[src/common/mtt_pkg.sv]
package mtt_pkg;
	// ==========================================
	// Register map (byte addresses)
	localparam logic [3:0] ADDR_STATUS_CONTROL = 4'h0;
	localparam logic [3:0] ADDR_CLOCK_CONFIG   = 4'h4;
	localparam logic [3:0] ADDR_COUNT          = 4'h8;
	localparam logic [3:0] ADDR_TERMINAL_VALUE = 4'hc;
	localparam logic [3:0] ADDR_POWER_MODE     = 4'h0;

	// ==========================================
	// Field positions
	localparam int SC_OVERFLOW_FLAG  = 7;
	localparam int SC_IRQ_ENABLE     = 6;
	localparam int SC_COUNTER_CLEAR  = 5;
	localparam int SC_COUNTER_HALT   = 4;
	localparam int CFG_CLKSEL_LSB    = 4;
	localparam int CFG_PRESCALE_LSB  = 0;

	// ==========================================
	// Reset values and prescale limit
	localparam logic [7:0] RST_COUNT    = 8'h00;
	localparam logic [7:0] RST_TERMINAL = 8'h00;
	localparam logic [1:0] RST_CLKSEL   = 2'h0;
	localparam logic [3:0] RST_PRESCALE = 4'h0;
	localparam logic [3:0] PRESCALE_MAX = 4'h8;

	// ==========================================
	// Clock source codes
	typedef enum logic [1:0] {
		MTT_SRC_BUS      = 2'b00,
		MTT_SRC_FIXED    = 2'b01,
		MTT_SRC_EXT_FALL = 2'b10,
		MTT_SRC_EXT_RISE = 2'b11
	} mtt_src_t;
endpackage

[src/hw/mtt_timer.sv]
`timescale 1ns/100ps
// Functional notes
// - 8-bit up-counter, free-running or limited by a terminal value.
// - Overflow flag sets when count wraps to 00 after terminal value.
// - Flag clears by status read while set, then writing 0 to it.
// - Counter clear write or terminal value write also clears the flag.
// - Interrupt request while irq enable and flag are both 1.
// - Reset sets counter halt and clears interrupt enable.
// - Writing 1 to clear bit zeroes count and flag; reads 0.
// - Halt holds count; clearing halt resumes from held value.
// - Low four status bits read 0.
// - Counting continues in wait mode so overflow can wake.
// - In stop mode the timer is disabled and never wakes.
// - Deep stop wake or stop-by-reset returns timer to reset state.
// - Shallow stop left by interrupt keeps state, count resumes.
// - Debug mode suspends counting; clear or terminal writes still act.
// - External count clock is synchronised to the bus clock.
// - Four sources: bus, fixed clock, pin rising, pin falling.
// - Prescaler divides by 1,2,4,...,256.
// - Upper two source codes select the external pin.
// - Source codes: 00 bus, 01 fixed, 10 fall, 11 rise; reset bus.
// - Prescale codes 0..8 give 1..256; higher give 256; reset 0.
// - Terminal 00 is free-running; write clears count and flag.
// - Count register read-only, reset to 00.
module mtt_timer (
	// Bus clock and reset
	input  wire logic        hclk,
	input  wire logic        hresetn,
	// AHB-Lite slave
	input  wire logic        hsel,
	input  wire logic [31:0] haddr,
	input  wire logic [1:0]  htrans,
	input  wire logic        hwrite,
	input  wire logic [2:0]  hsize,
	input  wire logic [31:0] hwdata,
	input  wire logic        hready,
	output logic      [31:0] hrdata,
	output logic             hreadyout,
	output logic             hresp,
	// Count sources
	input  wire logic        fixed_rate_clock,
	input  wire logic        ext_count_clock_in,
	// Power and debug modes
	input  wire logic        stop_mode,
	input  wire logic        deep_stop_wake,
	input  wire logic        debug_active,
	// Interrupt request
	output logic             overflow_irq
);
	// ==========================================
	// Register state
	logic       overflow_flag;
	logic       overflow_irq_enable;
	logic       counter_halt;
	logic [1:0] clock_source_select;
	logic [3:0] prescale_select;
	logic [7:0] terminal_value;
	logic [7:0] count;
	logic       flag_seen;
	logic [7:0] next_count;
	logic       next_flag;

	// ==========================================
	// Bus address phase capture
	logic       ph_valid;
	logic       ph_write;
	logic [3:0] ph_addr;
	logic       addr_ok;

	assign addr_ok = (haddr[31:4] == 28'h0000000) && (haddr[1:0] == 2'b00);

	always_ff @(posedge hclk or negedge hresetn) begin
		if (!hresetn) begin
			ph_valid <= 1'b0;
			ph_write <= 1'b0;
			ph_addr  <= 4'h0;
		end else if (hready) begin
			ph_valid <= hsel && htrans[1] && addr_ok;
			ph_write <= hwrite;
			ph_addr  <= haddr[3:0];
		end
	end

	logic wr_sc, wr_cfg, wr_tv, rd_sc;
	assign wr_sc  = ph_valid && ph_write && (ph_addr == mtt_pkg::ADDR_STATUS_CONTROL);
	assign wr_cfg = ph_valid && ph_write && (ph_addr == mtt_pkg::ADDR_CLOCK_CONFIG);
	assign wr_tv  = ph_valid && ph_write && (ph_addr == mtt_pkg::ADDR_TERMINAL_VALUE);
	assign rd_sc  = ph_valid && !ph_write && (ph_addr == mtt_pkg::ADDR_STATUS_CONTROL);

	logic clr_req;
	assign clr_req = (wr_sc && hwdata[mtt_pkg::SC_COUNTER_CLEAR]) || wr_tv;

	// Zero-wait slave, always OKAY
	always_ff @(posedge hclk or negedge hresetn) begin
		if (!hresetn) begin
			hreadyout <= 1'b1;
			hresp     <= 1'b0;
		end else begin
			hreadyout <= 1'b1;
			hresp     <= 1'b0;
		end
	end

	// Read data registered at address phase so it stands in the data phase
	always_ff @(posedge hclk or negedge hresetn) begin
		if (!hresetn) begin
			hrdata <= 32'h00000000;
		end else if (hready && hsel && htrans[1] && !hwrite && addr_ok) begin
			case (haddr[3:0])
				mtt_pkg::ADDR_STATUS_CONTROL: hrdata <= {24'h000000, next_flag,
					overflow_irq_enable, 1'b0, counter_halt, 4'h0};
				mtt_pkg::ADDR_CLOCK_CONFIG: hrdata <= {24'h000000, 2'b00,
					clock_source_select, prescale_select};
				mtt_pkg::ADDR_COUNT:          hrdata <= {24'h000000, next_count};
				mtt_pkg::ADDR_TERMINAL_VALUE: hrdata <= {24'h000000, terminal_value};
				default:                      hrdata <= 32'h00000000;
			endcase
		end else begin
			hrdata <= 32'h00000000;
		end
	end

	// ==========================================
	// Deep stop wake acts as a local reset
	logic soft_rst;
	assign soft_rst = deep_stop_wake;

	// Control register
	always_ff @(posedge hclk or negedge hresetn) begin
		if (!hresetn) begin
			overflow_irq_enable <= 1'b0;
			counter_halt        <= 1'b1;
		end else if (soft_rst) begin
			overflow_irq_enable <= 1'b0;
			counter_halt        <= 1'b1;
		end else if (wr_sc) begin
			overflow_irq_enable <= hwdata[mtt_pkg::SC_IRQ_ENABLE];
			counter_halt        <= hwdata[mtt_pkg::SC_COUNTER_HALT];
		end
	end

	always_ff @(posedge hclk or negedge hresetn) begin
		if (!hresetn) begin
			clock_source_select <= mtt_pkg::RST_CLKSEL;
			prescale_select     <= mtt_pkg::RST_PRESCALE;
		end else if (soft_rst) begin
			clock_source_select <= mtt_pkg::RST_CLKSEL;
			prescale_select     <= mtt_pkg::RST_PRESCALE;
		end else if (wr_cfg) begin
			clock_source_select <= hwdata[mtt_pkg::CFG_CLKSEL_LSB +: 2];
			prescale_select     <= hwdata[mtt_pkg::CFG_PRESCALE_LSB +: 4];
		end
	end

	always_ff @(posedge hclk or negedge hresetn) begin
		if (!hresetn) begin
			terminal_value <= mtt_pkg::RST_TERMINAL;
		end else if (soft_rst) begin
			terminal_value <= mtt_pkg::RST_TERMINAL;
		end else if (wr_tv) begin
			terminal_value <= hwdata[7:0];
		end
	end

	// ==========================================
	// External pin synchroniser and edge detect
	logic [2:0] pin_sync;
	logic       ext_level;
	always_ff @(posedge hclk or negedge hresetn) begin
		if (!hresetn) begin
			pin_sync <= 3'b000;
		end else begin
			pin_sync <= {pin_sync[1:0], ext_count_clock_in};
		end
	end

	// Level moves only once stages two and three agree; resets to idle low
	// so no false edge follows reset
	always_ff @(posedge hclk or negedge hresetn) begin
		if (!hresetn) begin
			ext_level <= 1'b0;
		end else if (pin_sync[1] == pin_sync[2]) begin
			ext_level <= pin_sync[2];
		end
	end
	logic ext_rise, ext_fall;
	assign ext_rise = (pin_sync[2:1] == 2'b11) && !ext_level;
	assign ext_fall = (pin_sync[2:1] == 2'b00) && ext_level;

	logic [2:0] fix_sync;
	logic       fix_level;
	always_ff @(posedge hclk or negedge hresetn) begin
		if (!hresetn) begin
			fix_sync <= 3'b000;
		end else begin
			fix_sync <= {fix_sync[1:0], fixed_rate_clock};
		end
	end

	always_ff @(posedge hclk or negedge hresetn) begin
		if (!hresetn) begin
			fix_level <= 1'b0;
		end else if (fix_sync[1] == fix_sync[2]) begin
			fix_level <= fix_sync[2];
		end
	end
	logic fix_rise;
	assign fix_rise = (fix_sync[2:1] == 2'b11) && !fix_level;

	// ==========================================
	// Source select and prescaler
	logic run, src_tick;
	// Stop and debug freeze the counter; wait mode does not
	assign run = !counter_halt && !stop_mode && !debug_active;

	always_comb begin
		case (mtt_pkg::mtt_src_t'(clock_source_select))
			mtt_pkg::MTT_SRC_BUS:      src_tick = 1'b1;
			mtt_pkg::MTT_SRC_FIXED:    src_tick = fix_rise;
			mtt_pkg::MTT_SRC_EXT_FALL: src_tick = ext_fall;
			mtt_pkg::MTT_SRC_EXT_RISE: src_tick = ext_rise;
			default:                   src_tick = 1'b1;
		endcase
	end

	function automatic logic [3:0] eff_ps(input logic [3:0] ps);
		eff_ps = (ps > mtt_pkg::PRESCALE_MAX) ? mtt_pkg::PRESCALE_MAX : ps;
	endfunction

	logic [7:0] pre_cnt;
	logic       pre_tick;
	logic [8:0] pre_mask;
	assign pre_mask = (9'h001 << eff_ps(prescale_select)) - 9'h001;
	assign pre_tick = src_tick && ((pre_cnt & pre_mask[7:0]) == pre_mask[7:0]);

	// Prescaler clears with the counter so a restart gets a full period
	always_ff @(posedge hclk or negedge hresetn) begin
		if (!hresetn) begin
			pre_cnt <= 8'h00;
		end else if (soft_rst || clr_req) begin
			pre_cnt <= 8'h00;
		end else if (run && src_tick) begin
			pre_cnt <= pre_cnt + 8'h01;
		end
	end

	// ==========================================
	// Counter and overflow flag
	logic       wrap;
	logic [7:0] limit;
	assign limit = (terminal_value == 8'h00) ? 8'hff : terminal_value;
	assign wrap  = run && pre_tick && (count == limit);

	always_comb begin
		next_count = count;
		if (clr_req) begin
			next_count = mtt_pkg::RST_COUNT;
		end else if (run && pre_tick) begin
			next_count = wrap ? 8'h00 : count + 8'h01;
		end
	end

	always_ff @(posedge hclk or negedge hresetn) begin
		if (!hresetn) begin
			count <= mtt_pkg::RST_COUNT;
		end else if (soft_rst) begin
			count <= mtt_pkg::RST_COUNT;
		end else begin
			count <= next_count;
		end
	end

	// Read of status while set arms the clear
	always_ff @(posedge hclk or negedge hresetn) begin
		if (!hresetn) begin
			flag_seen <= 1'b0;
		end else if (soft_rst || !overflow_flag) begin
			flag_seen <= 1'b0;
		end else if (rd_sc) begin
			flag_seen <= 1'b1;
		end
	end

	always_comb begin
		next_flag = overflow_flag;
		if (clr_req) begin
			next_flag = 1'b0;
		end else if (wrap) begin
			next_flag = 1'b1;
		end else if (wr_sc && flag_seen && !hwdata[mtt_pkg::SC_OVERFLOW_FLAG]) begin
			next_flag = 1'b0;
		end
	end

	always_ff @(posedge hclk or negedge hresetn) begin
		if (!hresetn) begin
			overflow_flag <= 1'b0;
		end else if (soft_rst) begin
			overflow_flag <= 1'b0;
		end else begin
			overflow_flag <= next_flag;
		end
	end

	// Uses the enable as it will be, so a disabling write drops the request at once
	logic next_irq_enable;
	assign next_irq_enable = wr_sc ? hwdata[mtt_pkg::SC_IRQ_ENABLE] : overflow_irq_enable;

	always_ff @(posedge hclk or negedge hresetn) begin
		if (!hresetn) begin
			overflow_irq <= 1'b0;
		end else begin
			overflow_irq <= next_flag && next_irq_enable && !soft_rst;
		end
	end

	// ==========================================
	// Checks
	a_halt_holds: assert property (@(posedge hclk) disable iff (!hresetn)
		(counter_halt && !clr_req && !soft_rst) |=> count == $past(count))
		else $error("count moved while halted");
	a_stop_freeze: assert property (@(posedge hclk) disable iff (!hresetn)
		(stop_mode && !clr_req && !soft_rst) |=> $stable(count))
		else $error("count moved in stop");
	a_debug_freeze: assert property (@(posedge hclk) disable iff (!hresetn)
		(debug_active && !clr_req && !soft_rst) |=> $stable(count))
		else $error("count moved in debug");
	a_clear_zero: assert property (@(posedge hclk) disable iff (!hresetn)
		clr_req |=> (count == 8'h00 && !overflow_flag))
		else $error("clear did not zero count and flag");
	a_wrap_flag: assert property (@(posedge hclk) disable iff (!hresetn)
		(wrap && !clr_req && !soft_rst) |=> (overflow_flag && count == 8'h00))
		else $error("wrap did not set flag");
	a_irq_follow: assert property (@(posedge hclk) disable iff (!hresetn)
		overflow_irq |-> (overflow_flag && overflow_irq_enable))
		else $error("irq without flag and enable");
	a_irq_raise: assert property (@(posedge hclk) disable iff (!hresetn)
		(overflow_flag && overflow_irq_enable) |-> overflow_irq)
		else $error("flag and enable without irq");
	a_flag_arm: assert property (@(posedge hclk) disable iff (!hresetn)
		($fell(overflow_flag) && !$past(soft_rst)) |-> ($past(clr_req) || $past(flag_seen)))
		else $error("flag cleared without read");
	a_free_limit: assert property (@(posedge hclk) disable iff (!hresetn)
		(terminal_value != 8'h00 && !wr_tv) |-> count <= terminal_value)
		else $error("count beyond terminal value");
	a_bus_step: assert property (@(posedge hclk) disable iff (!hresetn)
		(run && clock_source_select == 2'b00 && prescale_select == 4'h0 && !clr_req
		&& !soft_rst && count != limit) |=> count == $past(count) + 8'h01)
		else $error("divide-by-one did not step");
	a_sc_low_zero: assert property (@(posedge hclk) disable iff (!hresetn)
		(ph_valid && !ph_write && ph_addr == mtt_pkg::ADDR_STATUS_CONTROL)
		|-> (hrdata[3:0] == 4'h0 && !hrdata[mtt_pkg::SC_COUNTER_CLEAR]))
		else $error("status unused or clear bits read non-zero");
	a_ext_rise_once: assert property (@(posedge hclk) disable iff (!hresetn)
		ext_rise |=> !ext_rise)
		else $error("pin rise pulse longer than one cycle");
	a_ext_fall_once: assert property (@(posedge hclk) disable iff (!hresetn)
		ext_fall |=> !ext_fall)
		else $error("pin fall pulse longer than one cycle");
	a_cfg_hold: assert property (@(posedge hclk) disable iff (!hresetn)
		(!wr_cfg && !soft_rst) |=> $stable(clock_source_select))
		else $error("source select changed without a write");
	a_count_ro: assert property (@(posedge hclk) disable iff (!hresetn)
		(ph_valid && ph_write && ph_addr == mtt_pkg::ADDR_COUNT && !run && !soft_rst)
		|=> $stable(count))
		else $error("count write took effect");
	a_prescale_cap: assert property (@(posedge hclk) disable iff (!hresetn)
		pre_mask <= 9'h0ff)
		else $error("prescaler beyond divide by 256");
endmodule

[config.mk]
export PLATFORM = sky130hd
export DESIGN_NAME = mtt_timer
export DESIGN_NICKNAME = d
export VERILOG_FILES = /design/src/common/mtt_pkg.sv /design/src/hw/mtt_timer.sv
export SDC_FILE = /design/constraint.sdc
export NUM_CORES = 1
export LEC_CHECK = 0
export ABC_AREA = 0
export BUFFER_PORTS_ARGS = -buffer_cell sky130_fd_sc_hd__buf_4
export CORE_MARGIN = 10
export CORE_UTILIZATION = 35
export DETAILED_ROUTE_END_ITERATION = 8
export GPL_ROUTABILITY_DRIVEN = 0
export PLACE_DENSITY = 0.57
export SETUP_SLACK_MARGIN = 0.1
export SYNTH_ARGS = -nofsm -noshare
export SYNTH_HDL_FRONTEND = slang
export SYNTH_SLANG_ARGS = --single-unit
[constraint.sdc]
create_clock -name hclk -period 4.5 [get_ports hclk]
set_clock_uncertainty 0.2 [all_clocks]
set_input_delay 0.225 -clock hclk [delete_from_list [all_inputs] [get_ports hclk]]
set_output_delay 0.225 -clock hclk [all_outputs]
set_load 0.1 [all_outputs]
==> flow_metrics.py, run 1 <==
metrics = {
    "outcome": {
        "status": "finished clean",
    },
    "timing": {
        "fmax_mhz": 293,
        "layout_min_cycle_time_ns": 3.42,
        "rsz0062_at_grt": "false",
        "max_slew_margin_pct": 52.9,
        "drv_slew": 0,
        "fin_setup_tns_ns": 0,
        "finalHoldViolations": 0,
        "worstMarginPinSlew_ns": 0.707,
        "setup_ws_ns": 1.08,
        "setup_violations": 0,
        "fin_hold_ws_ns": 0.0282,
        "finalCritPeriodShare_pct": 75.9,
    },
    "logic_synthesis": {
        "ys_warn_count": 0,
        "ys.flop_type": "dfrtp_1",
        "yosys.area.top_type": "dfrtp_1",
        "ys_async_sr_fraction_pct": 100,
        "ys_types": 58,
        "synth_common_cells": "dfrtp_1, nor2_1, buf_4",
        "ys_seq_area_share_pct": 43.4,
        "syn_inst": 339,
        "yosysMostFrequentCell": "dfrtp_1",
        "yosys-top-cells-area": "dfrtp_1, buf_4, nor2_1",
        "synth_seq_cells": 57,
        "syn-cell-area_mm2": 0.00329,
        "avgSynthCellArea_um2": 9.70,
        "yosys.area.top_type_share_pct": 42.6,
        "synth_edf_count": 0,
    },
    "die": {
        "num_io_pins": 114,
        "die_h_um": 117,
        "initial_core_util_pct": 35.8,
        "rows": 35,
        "core_area_mm2": 0.00920,
        "fp.dieW_um": 117,
        "die-area_mm2": 0.0137,
    },
    "clocking": {
        "htree_levels": 3,
        "clk_path_buf_depth": 2,
        "clock_sinks": 57,
        "clkLatencyLatePin_ns": 0.35,
        "cts_inserted_buffers": 9,
        "clkSlewWorstSetupHoldPaths_ns": 0.07,
        "cts_setup_buffers": 0,
        "cts_tree": "built",
        "clockRootBuffer": "clkbuf_8",
    },
    "drt": {
        "route.vias.total": 2682,
        "vias_per_cell": 4.99,
        "antenna_left": 0,
        "drcViolationCount": 0,
        "drt-initial-drc-count": 104,
        "dr.pass1.iters": 4,
        "finalWirelength_um": 8170,
        "wl_per_cell_um": 15.2,
    },
    "min_path": {
        "worstHoldPathType": "in -> reg",
    },
    "global_routing": {
        "grt-ovfl-total": 0,
        "grt_max_degree": 58,
        "grt_usage_pct": 12.0,
        "grt_pass1_wl_um": 13000,
        "grt_pass1_vias": 2678,
        "antenna_found_initial": 0,
    },
    "cells_and_area": {
        "num_antenna_cells": 0,
        "nets": 507,
        "drive_above_1_share_pct": 22.5,
        "area_growth_pct": 26.3,
    },
    "critical_path": {
        "crit_path_end_kind": "flop",
        "crit_type": "reg -> reg",
        "path_max_fanout": 8,
        "cp.arrival_ns": 3.48,
        "startpoint_type": "flop",
        "cp.required_ns": 4.56,
    },
    "power_and_ir_drop": {
        "p_leak_nw": 1.90,
        "powerDensity_mw_per_mm2": 287,
        "ir_drop_mv": 0.184,
    },
    "flow_run": {
        "cap_violations": 0,
    },
    "place": {
        "portBuffers": 59,
        "dp_hpwl_um": 6110,
        "place_ws_ns": 1.10,
    },
}
==> cells in the final DEF, fill, tap and decap left out, types with 2 or more instances in the layout <==
| cell type | count |
|---|---|
| nand4_1 | 6 |
| xnor2_1 | 10 |
| o22ai_1 | 4 |
| a31oi_1 | 4 |
| dlygate4sd3_1 | 25 |
| mux2_2 | 9 |
| nor2b_1 | 6 |
| nand3_1 | 5 |
| or4_1 | 2 |
| ha_1 | 6 |
| nand3b_1 | 5 |
| a21o_1 | 2 |
| nand2_1 | 21 |
| clkinvlp_4 | 2 |
| conb_1 | 26 |
| nor4b_1 | 3 |
| a21oi_1 | 12 |
| dfrtp_1 | 56 |
| o221ai_1 | 2 |
| or2_2 | 2 |
| mux2i_1 | 15 |
| clkinv_2 | 2 |
| nand2b_1 | 5 |
| nor4_1 | 9 |
| a22oi_1 | 5 |
| nor4bb_1 | 3 |
| nor3_1 | 6 |
| xor2_1 | 7 |
| inv_1 | 9 |
| or3_1 | 3 |
| o21ai_0 | 8 |
| nor2_1 | 43 |
| and3_1 | 8 |
| clkbuf_8 | 10 |
| buf_4 | 60 |
==> power by group <==
part           internal [mW]  switching [mW]
logic                 0.0521           0.133
registers              0.522         0.00639
clock network          0.269           0.211
total                  0.843           0.351
==> metal layers <==
metal | vias to the layer above | GRT usage, % | part of all wire (%)
met5 | - | 0 | 0
met4 | 0 | 4.20 | 1.4
met3 | 9 | 3.98 | 5.0
met2 | 53 | 19.5 | 50
met1 | 1308 | 14.5 | 44
li1 | 1312 | - | -
==> final timing paths <==
kind                                    startpoint  slack, ns  cells past startpoint          end
worst min register to register         fix_sync[0]       0.16                      0  fix_sync[1]
max in group asynchronous                  hresetn       3.36                      2   pre_cnt[5]
worst max-delay path            prescale_select[0]       1.08                     10    hrdata[6]
worst max register to register  prescale_select[0]       1.08                     10    hrdata[6]
min in group asynchronous                  hresetn       0.27                      2   ph_addr[0]
worst min-delay path                      haddr[2]       0.03                      3    hrdata[1]
==> logic make-up (layout without fill, tap and decap cells) <==
kind of cell,Yosys count,after routing,share of synthesized area (%)
AND/OR/NAND/NOR,137,137,22.6
flip-flops,57,57,43.4
AO/OA/AOI/OAI,50,50,10.3
buffers and inverters,46,110,8.94
multiplexers,24,24,7.65
XOR/XNOR,17,17,4.53
adder cells (fa/ha/maj),6,6,2.28
other,2,26,0.228
==> registers in the layout, indices dropped and copies added (netlist names), 2 cells and up <==
signal	count
prescale_select	4
count	8
pre_cnt	8
pin_sync	3
fix_sync	3
terminal_value	8
hrdata	8
clock_source_select	2
ph_addr	4
==> per-stage QoR <==
stage | power, mW | std cells | utilization, % | cell area [um2]
after floorplan | 0.675 | 363 | - | 3380
after global routing | 1.24 | 538 | 45.2 | 4150
after detailed placement | 0.708 | 497 | 40.3 | 3710
final | 1.19 | 538 | 45.2 | 4150
after global placement | 0.706 | 497 | 40.3 | 3710
after CTS | 1.21 | 538 | 45.2 | 4150
==> critical path: stages, from the launching register on <==
cell and delay (ns):
dfrtp_1 0.49, nor4_4 0.33, inv_1 0.07, ha_1 0.27, or2_2 0.09, o221ai_1 0.09, a221o_1 0.37, or3_1 0.52
or4_4 0.53, a21bo_1 0.22, a31oi_1 0.16
==> area by class of cell <==
cell class / instances / area [um2]
Timing Repair Buffer: 85 / 701
Clock inverter: 5 / 55.1
Tap cell: 111 / 139
Inverter: 9 / 33.8
Fill cell: 899 / 5040
Sequential cell: 57 / 1430
Clock buffer: 11 / 141
Multi-Input combinational cell: 260 / 1660
==> timing repair <==
action	CTS	global route
endpoints found under the hold margin	81	0
resized for setup	0	0
hold buffers	25	0
(Power assumes the default switching activity.)
==> inputs of run 2 (changes only) <==
--- a/config.mk
+++ b/config.mk
@@ -5,13 +5,13 @@
 export SDC_FILE = /design/constraint.sdc
 export NUM_CORES = 1
 export LEC_CHECK = 0
-export ABC_AREA = 0
+export ABC_AREA = 1
 export BUFFER_PORTS_ARGS = -buffer_cell sky130_fd_sc_hd__buf_4
 export CORE_MARGIN = 10
 export CORE_UTILIZATION = 35
 export DETAILED_ROUTE_END_ITERATION = 8
 export GPL_ROUTABILITY_DRIVEN = 0
-export PLACE_DENSITY = 0.57
+export PLACE_DENSITY = 0.59
 export SETUP_SLACK_MARGIN = 0.1
 export SYNTH_ARGS = -nofsm -noshare
 export SYNTH_HDL_FRONTEND = slang
==> constraint.sdc (replaced) <==
create_clock -name hclk -period 3.1 [get_ports hclk]
set_clock_uncertainty 0.2 [all_clocks]
set_input_delay 0.155 -clock hclk [delete_from_list [all_inputs] [get_ports hclk]]
set_output_delay 0.155 -clock hclk [all_outputs]
set_load 0.1 [all_outputs]
==> run 2 against run 1 <==
Effect of this change:
- final cell count is 29% higher
- first-iteration DRC count is 27% higher
- routed wire length is 9.9% higher
- highest routed layer unchanged
==> flow_metrics.py, run 2 <==
metrics = {
    "outcome": {
        "status": "finished clean",
    },
    "clocking": {
        "clock_sinks": 57,
        "clkSlewWorstSetupHoldPaths_ns": 0.07,
        "cts_inserted_buffers": 9,
        "cts_tree": "built",
        "clockRootBuffer": "clkbuf_8",
        "clk_path_buf_depth": 2,
        "cts_resized": 0,
        "clkLatencyLatePin_ns": 0.35,
        "htree_levels": 3,
    },
    "cells_and_area": {
        "area_growth_pct": 27.2,
        "num_antenna_cells": 0,
        "final_area_mm2": 0.00438,
        "final_cell_mix": "nand2_1, inv_1, buf_4",
        "stdcell_count": 692,
        "drive_above_1_share_pct": 19.0,
        "final_common_cell": "nand2_1",
        "final_core_util_pct": 45.3,
        "nets": 639,
    },
    "die": {
        "core_area_mm2": 0.00968,
        "fp.dieW_um": 119,
        "die_h_um": 119,
        "num_io_pins": 114,
        "rows": 36,
        "initial_core_util_pct": 35.6,
        "die-area_mm2": 0.0142,
    },
    "global_routing": {
        "grt_pass1_vias": 3353,
        "grt-ovfl-total": 0,
        "antenna_found_initial": 0,
        "grt_pass1_wl_um": 15200,
        "grt_usage_pct": 12.7,
        "grt_max_degree": 58,
    },
    "timing": {
        "fmax_mhz": 389,
        "drv_slew": 0,
        "rsz0062_at_grt": "false",
        "max_slew_margin_pct": 51.5,
        "setup_violations": 0,
        "finalCritPeriodShare_pct": 83.0,
        "layout_min_cycle_time_ns": 2.57,
        "finalHoldViolations": 0,
        "worstMarginPinSlew_ns": 0.727,
        "fin_setup_tns_ns": 0,
    },
    "place": {
        "dpl_cell_area_mm2": 0.00393,
        "dp_hpwl_um": 6990,
        "post-place-cells": 651,
        "portBuffers": 59,
    },
    "power_and_ir_drop": {
        "ir_drop_mv": 0.192,
        "powerDensity_mw_per_mm2": 426,
        "p_leak_nw": 2.06,
    },
    "flow_run": {
        "cap_violations": 0,
    },
    "critical_path": {
        "r2r_end": "hrdata[5]",
        "crit_type": "reg -> reg",
        "startpoint_type": "flop",
        "crit_path_end_kind": "flop",
        "worstReg2RegStart": "prescale_select[3]",
        "path_max_fanout": 9,
        "r2r_setup_slack_ns": 0.53,
        "cp.required_ns": 3.12,
        "r2r_cells": 14,
        "cp.arrival_ns": 2.59,
    },
    "drt": {
        "drt-initial-drc-count": 132,
        "vias_per_cell": 4.74,
        "wl_per_cell_um": 13.0,
        "route.vias.total": 3280,
        "dr.pass1.iters": 6,
        "finalWirelength_um": 8970,
        "antenna_left": 0,
        "drcViolationCount": 0,
    },
    "logic_synthesis": {
        "ys_async_sr_fraction_pct": 100,
        "avgSynthCellArea_um2": 7.41,
        "synth_common_cells": "nand2_1, inv_1, dfrtp_1",
        "syn-cell-area_mm2": 0.00344,
        "synth_seq_cells": 57,
        "syn_inst": 465,
        "ys_warn_count": 0,
        "ys_types": 36,
        "yosys.area.top_type": "dfrtp_1",
        "yosysMostFrequentCell": "nand2_1",
        "synth_edf_count": 0,
        "yosys-top-cells-area": "dfrtp_1, nand2_1, inv_1",
        "ys_seq_area_share_pct": 41.4,
        "yosys.area.top_type_share_pct": 40.7,
        "ys.flop_type": "dfrtp_1",
    },
    "min_path": {
        "whs_endpoint": "pre_cnt[1]",
        "worstHoldPathType": "in -> reg",
        "hold_depth": 6,
        "hp-start": "stop_mode",
    },
}
[run 2: cell types whose count changed after synthesis, sizes merged, moves of 10 or more]
cell	previous run	this run
o21ai	8	38
inv	9	67
nand3	5	34
xnor2	10	0
mux2i	15	1
nand2	21	101
nor2	43	60
[run 2: stage by stage]
stage / setup WS, ns / hold WS (ns) / power, mW
final: 0.527 / 0.0174 / 1.87
after global routing: 0.265 / 0.0122 / 1.96
after CTS: 0.501 / 0.00735 / 1.89
after detailed placement: 0.514 / 0.0657 / 1.14
after global placement: 0.570 / 0.0649 / 1.13
after floorplan: 0.889 / -0.341 / 1.07
[run 2: cell families (layout without fill, tap and decap cells)]
family,Yosys count,after routing,synth area share [%]
simple gates,230,230,30.6
compound gates,67,67,10.7
other cells,2,26,0.218
flops,57,57,41.4
buf+inv,99,169,13.7
xor+xnor,2,2,0.509
fa+ha+maj,6,6,2.18
mux,2,2,0.617
[run 2: how the worst max path moves through the flow]
stage | startpoint | endpoint | slack (ns) | cells past startpoint
global route | prescale_select[3] | hrdata[1] | 0.26 | 14
detailed placement | prescale_select[3] | hrdata[5] | 0.51 | 14
finish | prescale_select[3] | hrdata[5] | 0.53 | 14
CTS | prescale_select[3] | hrdata[5] | 0.50 | 14
floorplan | prescale_select[3] | hrdata[5] | 0.89 | 16
global placement | prescale_select[3] | hrdata[5] | 0.57 | 14
[run 2: final cells by class]
cell class / count / area, um2
repair buffers: 84 / 693
well taps: 133 / 166
multi-input cells: 333 / 1630
inverters: 69 / 259
fillers: 964 / 5300
clock buffers: 9 / 124
clock inverters: 7 / 78.8
flip-flops and latches: 57 / 1430
[run 2: layer usage]
layer | GRT usage [%] | routed length (um)
met3 | 5.05 | 667
met1 | 15.2 | 3990
met5 | 0 | 0
met4 | 3.97 | 139
met2 | 20.5 | 4180
[run 2: critical path, cell delays in order, from the launching register on]
cell and delay [ns]:
dfrtp_1 0.47, nor2_2 0.20, nand3_2 0.10, ha_1 0.29, nor2_1 0.04, a21oi_1 0.11
nand2_1 0.06, nor2_1 0.11, nand3_1 0.09, nor2_2 0.18, nand3_2 0.13, nand2_2 0.18
nor2_1 0.08, a21oi_1 0.14, nor2_1 0.06
[run 2: report_power, final]
part | total (mW) | internal, mW | switching (mW) | leakage [nW]
Combinational | 0.370 | 0.105 | 0.265 | 1.21
Sequential | 0.779 | 0.763 | 0.0155 | 0.759
Clock | 0.721 | 0.377 | 0.344 | 0.0925
[run 2: what timing repair did]
item / CTS / global route
hold buffers: 25 / 0
hold endpoints to repair: 90 / 0
setup buffers: 0 / 0
endpoints found under the setup margin: 0 / 0
==> inputs of run 3 (changes only) <==
--- a/config.mk
+++ b/config.mk
@@ -11,7 +11,7 @@
 export CORE_UTILIZATION = 35
 export DETAILED_ROUTE_END_ITERATION = 8
 export GPL_ROUTABILITY_DRIVEN = 0
-export PLACE_DENSITY = 0.59
+export PLACE_DENSITY = 0.57
 export SETUP_SLACK_MARGIN = 0.1
 export SYNTH_ARGS = -nofsm -noshare
 export SYNTH_HDL_FRONTEND = slang
==> constraint.sdc (replaced) <==
create_clock -name hclk -period 2.6 [get_ports hclk]
set_clock_uncertainty 0.2 [all_clocks]
set_input_delay 0.13 -clock hclk [delete_from_list [all_inputs] [get_ports hclk]]
set_output_delay 0.13 -clock hclk [all_outputs]
set_load 0.1 [all_outputs]
==> run 3 against run 2 <==
Effect of this change:
- sequential power up 19%
- final area up 4.4%
- non-clock buffer count up 12
- routed wire length up 7.3%
- first-iteration DRC count up 23%
- power up 25%
- worst hold slack better by 0.12 ns
- core utilization up 2.0 points
- sequential share of layout area down 1.3 points
- fmax up 7.2%
==> flow_metrics.py, run 3 (synthesis results as in run 2) <==
metrics = {
    "outcome": {
        "status": "finished clean",
    },
    "timing": {
        "drv_slew": 0,
        "fmax_mhz": 416,
        "setup_ws_ns": 0.199,
        "worstMarginPinSlew_ns": 0.726,
        "finalCritPeriodShare_pct": 92.3,
        "rsz0062_at_grt": "false",
        "layout_min_cycle_time_ns": 2.40,
        "finalHoldViolations": 0,
        "setup_violations": 0,
        "max_slew_margin_pct": 51.6,
        "fin_hold_ws_ns": 0.140,
        "fin_setup_tns_ns": 0,
    },
    "global_routing": {
        "grt_pass1_wl_um": 15400,
        "grt_usage_pct": 13.0,
        "grt-ovfl-total": 0,
        "grt_max_degree": 58,
        "antenna_found_initial": 0,
        "grt_pass1_vias": 3330,
    },
    "drt": {
        "highest_layer": "met4",
        "met2_wirelength_um": 4620,
        "drcViolationCount": 0,
        "antenna_left": 0,
        "finalWirelength_um": 9630,
        "wl_met1_um": 4230,
        "wl_per_cell_um": 13.7,
        "dr.pass1.iters": 8,
        "drt-initial-drc-count": 163,
        "route.vias.total": 3366,
        "wl_met3_um": 694,
        "vias_per_cell": 4.77,
    },
    "cells_and_area": {
        "final_core_util_pct": 47.2,
        "fillers": 946,
        "area_growth_pct": 32.8,
        "final_area_mm2": 0.00458,
        "final_cell_mix": "nand2_1, buf_4, inv_1",
        "nets": 652,
        "drive_above_1_share_pct": 21.7,
        "num_antenna_cells": 0,
        "final_common_cell": "nand2_1",
    },
    "clocking": {
        "clock_sinks": 57,
        "cts_tree": "built",
        "clk_path_buf_depth": 2,
        "cts_inserted_buffers": 9,
        "htree_levels": 3,
        "clkLatencyLatePin_ns": 0.34,
        "clockRootBuffer": "clkbuf_8",
        "clkSlewWorstSetupHoldPaths_ns": 0.07,
    },
    "die": {
        "die-area_mm2": 0.0142,
        "die_h_um": 119,
        "initial_core_util_pct": 35.6,
        "rows": 36,
        "core_area_mm2": 0.00968,
        "fp.dieW_um": 119,
        "num_io_pins": 114,
    },
    "min_path": {
        "worstHoldPathType": "in -> reg",
        "hp-start": "debug_active",
        "whs_endpoint": "pre_cnt[1]",
        "hold_depth": 7,
    },
    "critical_path": {
        "critPathTopFamily": "simple AND/OR/NAND/NOR gates",
        "path_max_fanout": 5,
        "cpMaxStageDelayCell": "dfrtp_2",
        "r2r_cells": 14,
        "startpoint_type": "flop",
        "crit_type": "reg -> reg",
        "r2r_setup_slack_ns": 0.20,
        "cp.arrival_ns": 2.41,
        "r2r_end": "hrdata[5]",
        "cp.required_ns": 2.61,
        "crit_path_end_kind": "flop",
        "worst_path_largest_cell_delay_ns": 0.44,
        "crit_buf_inv": 0,
        "worstReg2RegStart": "prescale_select[1]",
        "crit_chain": "nor2_4, nand3_2, ha_4, nor2_2, a21oi_1, nand2_1, nor2_2, nand3_2, nor2_4, nand3_4, nand2_4, nor2_1, a21oi_1, nor2_1",
    },
    "power_and_ir_drop": {
        "p_leak_nw": 2.14,
        "ir_drop_mv": 0.254,
        "powerDensity_mw_per_mm2": 510,
    },
    "place": {
        "dpl_cell_area_mm2": 0.00395,
        "place_ws_ns": 0.0818,
        "dp_hpwl_um": 7020,
        "portBuffers": 59,
    },
    "flow_run": {
        "cap_violations": 0,
    },
}
-- run 3: repair_timing --
action | in CTS | in global routing
buffers inserted | 0 | 6
gates cloned | 0 | 1
endpoints found under the setup margin | 5 | 10
endpoints found under the hold margin | 95 | 0
pin swaps | 1 | 3
hold buffers | 29 | 0
gates resized for setup | 1 | 13
-- run 3: layout make-up --
cell class              instances  area [um2]  area share [%]
clock inverters                 7        95.1            2.08
repair buffers                 96         793            17.3
clock buffers                   9         124            2.71
flip-flops and latches         57        1430            31.2
inverters                      69         259            5.66
multi-input cells             334        1710            37.4
well taps                     133         166            3.64
-- run 3: power breakdown --
| group | internal, mW | switching (mW) | leakage [nW] | total, mW |
|---|---|---|---|---|
| logic | 0.142 | 0.331 | 1.27 | 0.473 |
| clock network | 0.539 | 0.392 | 0.109 | 0.931 |
| registers | 0.910 | 0.0174 | 0.758 | 0.928 |
| total | 1.59 | 0.740 | 2.14 | 2.33 |
-- run 3: how the worst max path moves through the flow --
stage	start	to	slack, ns	cells past startpoint
4_1_cts	prescale_select[1]	hrdata[5]	0.11	16
6_report	prescale_select[1]	hrdata[5]	0.20	14
3_5_place_dp	prescale_select[1]	hrdata[5]	0.08	14
5_1_grt	prescale_select[3]	hrdata[1]	0.09	14
2_1_floorplan	prescale_select[3]	hrdata[5]	0.39	16
3_3_place_gp	prescale_select[1]	hrdata[5]	0.09	14
-- run 3: worst min-delay path, delay by kind of cell --
| kind | cells | cell delay (ns) |
|---|---|---|
| AOI/OAI and AO/OA | 2 | 0.19 |
| and+or+nand+nor | 3 | 0.21 |
| buffers and inverters | 2 | 0.11 |
-- run 3: through the flow --
stage / total power, mW / instances
6_report: 2.33 / 705
2_1_floorplan: 1.27 / 489
4_1_cts: 2.33 / 698
3_3_place_gp: 1.35 / 653
5_1_grt: 2.44 / 705
3_5_place_dp: 1.36 / 653
-- run 3: metal layers --
| metal | vias to the layer above | GRT usage (%) |
|---|---|---|
| li1 | 1661 | - |
| met1 | 1581 | 15.7 |
| met2 | 112 | 21.4 |
| met3 | 12 | 4.58 |
| met4 | 0 | 3.44 |
| met5 | - | 0 |
